`config.mk`:
```
export PLATFORM = sky130hd
export DESIGN_NAME = rdm_decode
export DESIGN_NICKNAME = d
export VERILOG_FILES = /design/src/verilog/rdm_pkg.sv /design/src/verilog/rdm_decode.sv /design/src/verilog/rdm_agent_select.sv
export VERILOG_INCLUDE_DIRS = /design/src /design/src/verilog
export SDC_FILE = /design/constraint.sdc
export NUM_CORES = 1
export LEC_CHECK = 0
export ABC_AREA = 1
export BUFFER_PORTS_ARGS = -buffer_cell sky130_fd_sc_hd__buf_2
export CAP_MARGIN = 20
export CORE_ASPECT_RATIO = 1.1
export CORE_MARGIN = 4
export CORE_UTILIZATION = 40
export DETAILED_ROUTE_END_ITERATION = 7
export GPL_ROUTABILITY_DRIVEN = 1
export GPL_TIMING_DRIVEN = 0
export SLEW_MARGIN = 20
export SYNTH_ARGS = -nofsm -noshare
export SYNTH_HDL_FRONTEND = slang
export SYNTH_HIERARCHICAL = 1
export SYNTH_SLANG_ARGS = --single-unit
```
`constraint.sdc`:
```
create_clock -name clock_in -period 6.8 [get_ports clock_in]
set_input_delay 1.36 -clock clock_in [delete_from_list [all_inputs] [get_ports clock_in]]
set_output_delay 1.36 -clock clock_in [all_outputs]
set_load 0.05 [all_outputs]
```
`src/verilog/rdm_defines.svh`:
```
// Purpose: Constants for the remap delivery decoder.
// Assumes: Entry low byte holds trigger and delivery fields.
// Notes:   Included by the package and the modules.
`ifndef RDM_DEFINES_SVH
`define RDM_DEFINES_SVH
`define RDM_DK_HI        7
`define RDM_DK_LO        5
`define RDM_TK_BIT       4
`define RDM_VALID_BIT    0
`define RDM_VEC_HI       23
`define RDM_VEC_LO       16
`define RDM_DST_W        8
`define RDM_ENTRY_W      32
`define RDM_DK_FIXED     3'h0
`define RDM_DK_LOWEST    3'h1
`define RDM_DK_SMI       3'h2
`define RDM_DK_NMI       3'h4
`define RDM_DK_RESTART   3'h5
`define RDM_DK_EXTCTL    3'h7
`endif

```
`src/verilog/rdm_pkg.sv`:
```
// Purpose: Types for the remap delivery decoder.
// Assumes: rdm_defines.svh gives the widths.
// Notes:   Types only.
`include "rdm_defines.svh"
package rdm_pkg;
   typedef logic [`RDM_DST_W-1:0] rdm_dest_t;
   typedef enum logic [1:0] {
      RDM_IDLE = 2'h0,
      RDM_WAIT = 2'h1
   } rdm_state_e;
endpackage

```
`src/verilog/rdm_decode.sv`:
```
// Purpose: Decodes the delivery kind of a remap table entry and steers it.
// Assumes: One entry offered per cycle with entry_strobe_in; same clock.
// Notes:   Outputs are one-cycle pulses per destination agent, except ext_vector_out, which holds the last acknowledge vector.
//
// Notes on behaviour
// - Kind 100b: non-maskable to all, no vector.
// - Kind 100b is always edge, trigger ignored.
// - Kind 101b: restart to all, no vector.
// - Kind 101b is always edge, trigger ignored.
// - Restart kind may be left out.
// - Kind 111b raises request pin of each agent.
// - Kind 111b vector comes from acknowledge cycle.
// - Kind 111b is always edge, trigger ignored.
// - Decode only when entry valid bit set.
// - Field at 7:5; fixed all, lowest one.
// - Kind 010b: system management, edge, no vector.
// - Trigger bit 4: 0 edge, 1 level.
`timescale 1ns/1ps
`default_nettype none
`include "rdm_defines.svh"
module rdm_decode
   import rdm_pkg::*;
#(
   parameter bit RESTART_SUPPORTED = 1'b1
)(
   input  wire logic                    clock_in,
   input  wire logic                    reset_in,
   input  wire logic                    entry_strobe_in,
   input  wire logic [`RDM_ENTRY_W-1:0] remap_table_entry_in,
   input  wire rdm_dest_t               dest_in,
   input  wire logic                    interrupt_acknowledge_cycle_in,
   input  wire logic [7:0]              ack_vector_in,
   output rdm_dest_t                    fixed_out,
   output logic [7:0]                   vector_out,
   output logic                         level_out,
   output rdm_dest_t                    nmi_out,
   output rdm_dest_t                    restart_out,
   output rdm_dest_t                    system_management_irq_out,
   output rdm_dest_t                    processor_interrupt_request_pin_out,
   output logic [7:0]                   ext_vector_out,
   output logic                         ext_vector_valid_out,
   output logic                         unsupported_out
);
   // ---------------------------------------------------------------
   // Field extraction
   // ---------------------------------------------------------------
   logic [2:0] delivery_kind;
   logic       trigger_kind;
   logic       entry_live;
   assign delivery_kind = remap_table_entry_in[`RDM_DK_HI:`RDM_DK_LO];
   assign trigger_kind  = remap_table_entry_in[`RDM_TK_BIT];
   assign entry_live    = entry_strobe_in && remap_table_entry_in[`RDM_VALID_BIT];

   rdm_dest_t lowest_pick;
   logic      lowest_step;
   assign lowest_step = entry_live && delivery_kind == `RDM_DK_LOWEST;

   rdm_agent_select u_select (
      .clock_in            (clock_in),
      .reset_in            (reset_in),
      .step_in             (lowest_step),
      .mask_in             (dest_in),
      .pick_out_unused_out (),
      .pick_out            (lowest_pick)
   );

   // ---------------------------------------------------------------
   // Decode registers
   // ---------------------------------------------------------------
   rdm_dest_t  fixed_q, fixed_d, nmi_q, nmi_d, rst_q, rst_d, smi_q, smi_d;
   rdm_dest_t  req_q, req_d;
   logic [7:0] vec_q, vec_d;
   logic       lvl_q, lvl_d, uns_q, uns_d, lowest_q, lowest_d;

   always_comb begin
      fixed_d  = '0;
      nmi_d    = '0;
      rst_d    = '0;
      smi_d    = '0;
      req_d    = '0;
      vec_d    = 8'h00;
      lvl_d    = 1'b0;
      uns_d    = 1'b0;
      lowest_d = 1'b0;
      if (entry_live) begin
         case (delivery_kind)
            `RDM_DK_FIXED: begin
               fixed_d = dest_in;
               vec_d   = remap_table_entry_in[`RDM_VEC_HI:`RDM_VEC_LO];
               lvl_d   = trigger_kind;
            end
            `RDM_DK_LOWEST: begin
               lowest_d = 1'b1;
               vec_d    = remap_table_entry_in[`RDM_VEC_HI:`RDM_VEC_LO];
               lvl_d    = trigger_kind;
            end
            // Kinds below are edge events; trigger bit and vector are ignored.
            `RDM_DK_SMI: smi_d = dest_in;
            `RDM_DK_NMI: nmi_d = dest_in;
            `RDM_DK_RESTART: begin
               if (RESTART_SUPPORTED) begin
                  rst_d = dest_in;
               end else begin
                  uns_d = 1'b1;
               end
            end
            `RDM_DK_EXTCTL: req_d = dest_in;
            default: uns_d = 1'b1;
         endcase
      end
   end

   always_ff @(posedge clock_in or posedge reset_in) begin
      if (reset_in) begin
         fixed_q  <= '0;
         nmi_q    <= '0;
         rst_q    <= '0;
         smi_q    <= '0;
         req_q    <= '0;
         vec_q    <= 8'h00;
         lvl_q    <= 1'b0;
         uns_q    <= 1'b0;
         lowest_q <= 1'b0;
      end else begin
         fixed_q  <= fixed_d;
         nmi_q    <= nmi_d;
         rst_q    <= rst_d;
         smi_q    <= smi_d;
         req_q    <= req_d;
         vec_q    <= vec_d;
         lvl_q    <= lvl_d;
         uns_q    <= uns_d;
         lowest_q <= lowest_d;
      end
   end

   // ---------------------------------------------------------------
   // Acknowledge vector capture
   // ---------------------------------------------------------------
   // The external-controller vector is taken from the agent's acknowledge.
   logic [7:0] ack_q, ack_d;
   logic       ackv_q, ackv_d;
   always_comb begin
      ack_d  = ack_q;
      ackv_d = 1'b0;
      if (interrupt_acknowledge_cycle_in) begin
         ack_d  = ack_vector_in;
         ackv_d = 1'b1;
      end
   end
   always_ff @(posedge clock_in or posedge reset_in) begin
      if (reset_in) begin
         ack_q  <= 8'h00;
         ackv_q <= 1'b0;
      end else begin
         ack_q  <= ack_d;
         ackv_q <= ackv_d;
      end
   end

   assign fixed_out                           = lowest_q ? lowest_pick : fixed_q;
   assign vector_out                          = vec_q;
   assign level_out                           = lvl_q;
   assign nmi_out                             = nmi_q;
   assign restart_out                         = rst_q;
   assign system_management_irq_out           = smi_q;
   assign processor_interrupt_request_pin_out = req_q;
   assign ext_vector_out                      = ack_q;
   assign ext_vector_valid_out                = ackv_q;
   assign unsupported_out                     = uns_q;
endmodule
`default_nettype wire

```
`src/verilog/rdm_agent_select.sv`:
```
// Purpose: Picks one destination agent for lowest-priority delivery.
// Assumes: Round robin stands in for a priority scheme.
// Notes:   Output is registered; empty mask gives zero.
`timescale 1ns/1ps
`default_nettype none
`include "rdm_defines.svh"
module rdm_agent_select
   import rdm_pkg::*;
(
   input  wire logic      clock_in,
   input  wire logic      reset_in,
   input  wire logic      step_in,
   input  wire rdm_dest_t mask_in,
   output logic           pick_out_unused_out,
   output rdm_dest_t      pick_out
);
   rdm_dest_t pick_q;
   rdm_dest_t pick_d;
   logic [2:0] ptr_q;
   logic [2:0] ptr_d;
   logic [3:0] idx;
   always_comb begin
      pick_d = '0;
      ptr_d  = ptr_q;
      idx    = 4'h0;
      for (int i = 0; i < `RDM_DST_W; i++) begin
         idx = 4'(ptr_q) + 4'(i);
         if (pick_d == '0 && mask_in[idx[2:0]]) begin
            pick_d = rdm_dest_t'(8'h01 << idx[2:0]);
            if (step_in) begin
               ptr_d = idx[2:0] + 3'h1;
            end
         end
      end
   end
   always_ff @(posedge clock_in or posedge reset_in) begin
      if (reset_in) begin
         pick_q <= '0;
         ptr_q  <= 3'h0;
      end else begin
         pick_q <= pick_d;
         ptr_q  <= ptr_d;
      end
   end
   assign pick_out            = pick_q;
   assign pick_out_unused_out = 1'b0;
endmodule
`default_nettype wire

```
Word level (Yosys, flattened, before mapping)
Cells that the tools add are included.
Word-level totals
  input bits: 52
  output and inout bits: 59
  logic and storage cells: 128
  register bits after elaboration: 71
Operators by class
  order comparisons: 8
  equality and inequality tests: 5
  shift-type cells: 8
  add/subtract/negate cells: 15
  muxes and demuxes: 60
  reduce and logical (&&, ||, !) cells: 19
Operators with widths (number)
  8-bit 2-to-1 mux: 21
  1-bit by 3-bit << shifter with 8-bit output, first input constant: 8
  8-bit logical NOT: 7
  3-bit 2-to-1 mux: 16
  3-bit by 4-bit < comparator with 1-bit output, second input constant: 8
  3-bit by 1-bit adder with 3-bit output, second input constant: 9
  1-bit binary-select mux with 3-bit select: 8
  1-bit 2-to-1 mux: 15
  3-bit adder, second input constant: 4
  3-bit == test, second input constant: 3
  1-bit logical AND: 9
  3-bit by 2-bit adder with 3-bit output, second input constant: 2
  6-bit OR reduction: 1
  3-bit by 1-bit == test with 1-bit output, second input constant: 1
  3-bit by 2-bit == test with 1-bit output, second input constant: 1
  3-bit logical NOT: 1
  2-bit OR reduction: 1

Logic depth before layout (Yosys ltp)
  word-level depth: 24
  gate-level depth with buffers: 42
  depth with buffers taken out: 41

Hierarchy
Netlist, hierarchy kept.
Modules (own cells, without submodules)
  rdm_agent_select: area each 2607.5 um2, times used 1, cells each 468, sequential area each 275.3 um2
  rdm_decode: area each 2067.0 um2, times used 1, cells each 198, sequential area each 1501.4 um2

Worst setup path before layout
OpenSTA, ideal clock, no wires.
  path type: in2reg
  from: in dest_in[7]
  to: reg u_select.ptr_q[0]
  data arrival time: 4966 ps
  path slack: 1709 ps
  buffers on the path: 1
  stages on the path: 34
  required time: 6674 ps
  library setup time: 126 ps
  cells stage by stage: nand2_1 nand3_2 nand3_2 nand2_2 o21ai_2 nand3_4 inv_2 nand2_1 nand2_1 nor3_2 nand2_2 o21ai_1 nand2_1 nor2_4 nand3_1 nand2_2 nand3_1 nor2_2 buf_6 nand3b_1 nand2_1 nand2_2 nor2_4 nand2_4 o21ai_1 nor2_2 nand3_1 nand2_1 nor2_1 nand2_1 nor2_4 nand2_4 nand2_1 nand3_1
Between the ends
  longest elaborated chain between the ends: 24
  elaborated cells on any way between the ends: 52
  classes of those cells: mux (38); reduce/logical (14)
RTL lines
  start, declared: line rdm_decode.sv:30  | input wire rdm_dest_t dest_in,
  1-bit binary-select mux with 3-bit select: line rdm_agent_select.sv:28  | if (pick_d == '0 && mask_in[idx[2:0]]) begin
  1-bit 2-to-1 mux (not written as such): line rdm_agent_select.sv:28
  8-bit 2-to-1 mux: line rdm_agent_select.sv:28
  8-bit logical NOT: line rdm_agent_select.sv:28
  1-bit logical AND: line rdm_agent_select.sv:28
  8-bit 2-to-1 mux: line rdm_agent_select.sv:28
  8-bit logical NOT: line rdm_agent_select.sv:28
  1-bit logical AND: line rdm_agent_select.sv:28
  [8 not listed]
  1-bit logical AND: line rdm_agent_select.sv:28
  8-bit 2-to-1 mux: line rdm_agent_select.sv:28
  8-bit logical NOT: line rdm_agent_select.sv:28
  1-bit logical AND: line rdm_agent_select.sv:28
  8-bit 2-to-1 mux: line rdm_agent_select.sv:28
  8-bit logical NOT: line rdm_agent_select.sv:28
  1-bit logical AND: line rdm_agent_select.sv:28
  3-bit 2-to-1 mux *: line rdm_agent_select.sv:28
  end signal, assigned: line rdm_agent_select.sv:42  | ptr_q <= ptr_d;
  end, declared: line rdm_agent_select.sv:19  | logic [2:0] ptr_q;
Every way passes the cells marked *; elsewhere a longest branch is shown, timed or not. The select of a mux whose other input is x is not followed.
A chain may end at the register's enable or synchronous reset.

Worst setup path after layout
  from: reg u_select.ptr_q[2]
  to: reg u_select.ptr_q[1]
Between the ends
  longest elaborated chain between the ends: 24
  elaborated cells on any way between the ends: 66
  classes of those cells: add/sub (7); shift (7); mux (38); reduce/logical (14)
RTL lines
  branches (longest 23 deep; another with 3-bit by 1-bit adder with 3-bit output)
  3-bit 2-to-1 mux *: line rdm_agent_select.sv:28
  via u_select.ptr_d[1]: line rdm_agent_select.sv:20  | logic [2:0] ptr_d;
Mark *: on every way through the listed nets, which the timed path passes. The select of a mux whose other input is x is not followed.

==> results.md <==
* I/O Buffers at 89
* FILL cells at 1165
* Root buf cell: clkbuf_16
* Share of cells above drive strength 1 at 0.205
* GRT Max-Usage Layer: met2
* CTS Hold Bufs at 0
* Chip Height at 121 um
* Worst Path Max Fanout at 10
* Cell mode on critical path: nand2_1
* Syn Inst Count at 664
* # setup viols final at 0
* Worst skew pair latency at 0.32 ns
* CP Class: register to register
* Htree depth at 3
* Post-Syn Nets at 738
* Critical path required time at 7.00 ns
* Crit path max-delay family: simple AND/OR/NAND/NOR gates
* Worst EP arrival at 6.05 ns
* Min-Delay Path Class: register to register
* Buf+Inv Stages, Crit Path at 6
* DRC Markers at 0
* # IOs at 111
* RSZ-0062 raised after global routing: no
* Row Count at 41
* Warning count from the yosys run at 6
* Final WL at 13.9 mm
* Initial antenna violation count at 0
* GRT met2 Usage at 0.366
* Max_cap viols at 0
* Area grow syn2layout at 20.8%
* DR WL/cell at approximately 15 um
* Met1 GRT Util at 0.256
* Initial Util at 0.408
* Post-CTS setup repair buffer count at 0
* CTS tree: yes
* Max clock buf depth at 2
* GRT Total Usage at 0.212
* CTS Buf Count at 9
* Outcome: finished, final reports clean
* Drt first-iter violations at 381
* First-pass GRT wire length at 22.6 mm
* Fmax at approximately 170 MHz
* Hold Fails Final Rpt at 0
* Core ar. at between 0.01 and 0.015 mm2
* Die area at 0.0135 mm2
* # resized after CTS at 0
* Reg area at 0.00178 mm2
* Met3 usage at 0.0309
* Slew HR at 0.540
* Ant diodes at 0
* Actual slew at the worst max-slew pin at 0.691 ns
* Mean Syn Cell Area at 7.02 um2
* Critical path launch point type: register
* Post-DP HPWL at between 10 and 15 mm
* RD Place Congestion at 0.979
* Clk slew on worst S/H paths at 0.05 ns
* Multi-input logic area at 0.00249 mm2
* Global route total overflow at 0
* Die X-Extent at 111 um
* Vias per inst at 5.00
* Crit. End Element: register
* Sink Count at 71
* Max-slew violation total from the final report at 0
* Slowest cell on the critical path: dfrtp_1
* Number of global-route vias before repair at about 4600
* CP max stage delay at 0.42 ns
* Via count at 4593
* Final-stage net count at about 840
* Mapped Area at approximately 0.0047 mm2
* Largest net degree at the start of global routing at around 60
* Final critical-path required period at 5.84 ns
* Drt pass-1 iters at 5
* Setup TNS at 0 ns
* Routed Antenna Nets at 0
* Skew final at 0.00567 ns
* Final period utilization at 0.859
[path summary, 6_finish.rpt]
kind                                               start                                endpoint  slack [ns]  depth (start not counted)
max in group asynchronous                       reset_in  system_management_irq_out[1]$_DFF_PP0_        5.17                          2
max                          u_select/ptr_q[2]$_DFF_PP0_             u_select/ptr_q[1]$_DFF_PP0_        0.96                         40
max reg2reg                  u_select/ptr_q[2]$_DFF_PP0_             u_select/ptr_q[1]$_DFF_PP0_        0.96                         40
min                        ext_vector_out[7]$_DFFE_PP0P_           ext_vector_out[7]$_DFFE_PP0P_        0.52                          2
min reg2reg                ext_vector_out[7]$_DFFE_PP0P_           ext_vector_out[7]$_DFFE_PP0P_        0.52                          2
min in group asynchronous                       reset_in          u_select/pick_out[1]$_DFF_PP0_        1.05                          2
[area by class of cell]
type                            count  area share
Sequential cell                    71       0.315
Buffer                             11      0.0118
Clock buffer                       11      0.0449
Multi-Input combinational cell    495       0.443
Inverter                           87      0.0584
Timing Repair Buffer               89      0.0791
Tap cell                          150      0.0333
Clock inverter                      5      0.0142
[per-stage QoR]
| stage | utilization | instance area, um2 | hold WS, ns | std cells | worst slack [ns] |
|---|---|---|---|---|---|
| floorplan | - | 4660 | 0.702 | 664 | 1.71 |
| global placement | 0.463 | 5300 | 0.513 | 903 | 0.864 |
| detailed placement | 0.463 | 5300 | 0.519 | 903 | 0.776 |
| CTS | 0.492 | 5630 | 0.529 | 919 | 1.03 |
| global route | 0.492 | 5630 | 0.559 | 919 | 0.333 |
| finish | 0.492 | 5630 | 0.522 | 919 | 0.956 |
[cells in the final DEF, fill, tap and decap left out, types with 2 or more instances in the layout]
cell type,n
a21oi_1,4
buf_2,94
buf_4,3
bufinv_16,2
clkbuf_1,2
clkbuf_16,9
clkbuf_8,2
clkinvlp_4,2
dfrtp_1,71
ha_1,22
inv_1,80
inv_2,5
nand2_1,185
nand2_2,8
nand2_4,2
nand3_1,76
nand3_2,9
nand3b_1,6
nand4_1,8
nor2_1,103
nor2_2,7
nor2_4,5
o211ai_1,2
o21ai_0,29
o21ai_1,8
o21ai_2,2
o21bai_1,4
o22ai_1,2
[worst min-delay path, delay by kind of cell, from the launching register on]
| kind | cells | cell delay [ns] |
|---|---|---|
| flip-flops | 1 | 0.36 |
| buffers and inverters | 1 | 0.05 |
| AO/OA/AOI/OAI | 1 | 0.06 |
[routing by layer]
| layer | vias up | share of wire |
|---|---|---|
| met4 | 0 | 0.041 |
| li1 | 2298 | - |
| met2 | 164 | 0.49 |
| met5 | - | 0 |
| met1 | 2098 | 0.41 |
| met3 | 33 | 0.056 |
[registers in the layout (all words and copies together), names as in the netlist]
| signal | flops |
|---|---|
| restart_out | 8 |
| fixed_q | 8 |
| ext_vector_valid_out | 1 |
| processor_interrupt_request_pin_out | 8 |
| unsupported_out | 1 |
| lowest_q | 1 |
| system_management_irq_out | 8 |
| u_select/pick_out | 8 |
| u_select/ptr_q | 3 |
| level_out | 1 |
| vector_out | 8 |
| nmi_out | 8 |
| ext_vector_out | 8 |
Power is left out: the tool's default activity adds up to more than one toggle a clock period on the data nets, which glitch-free logic cannot reach.
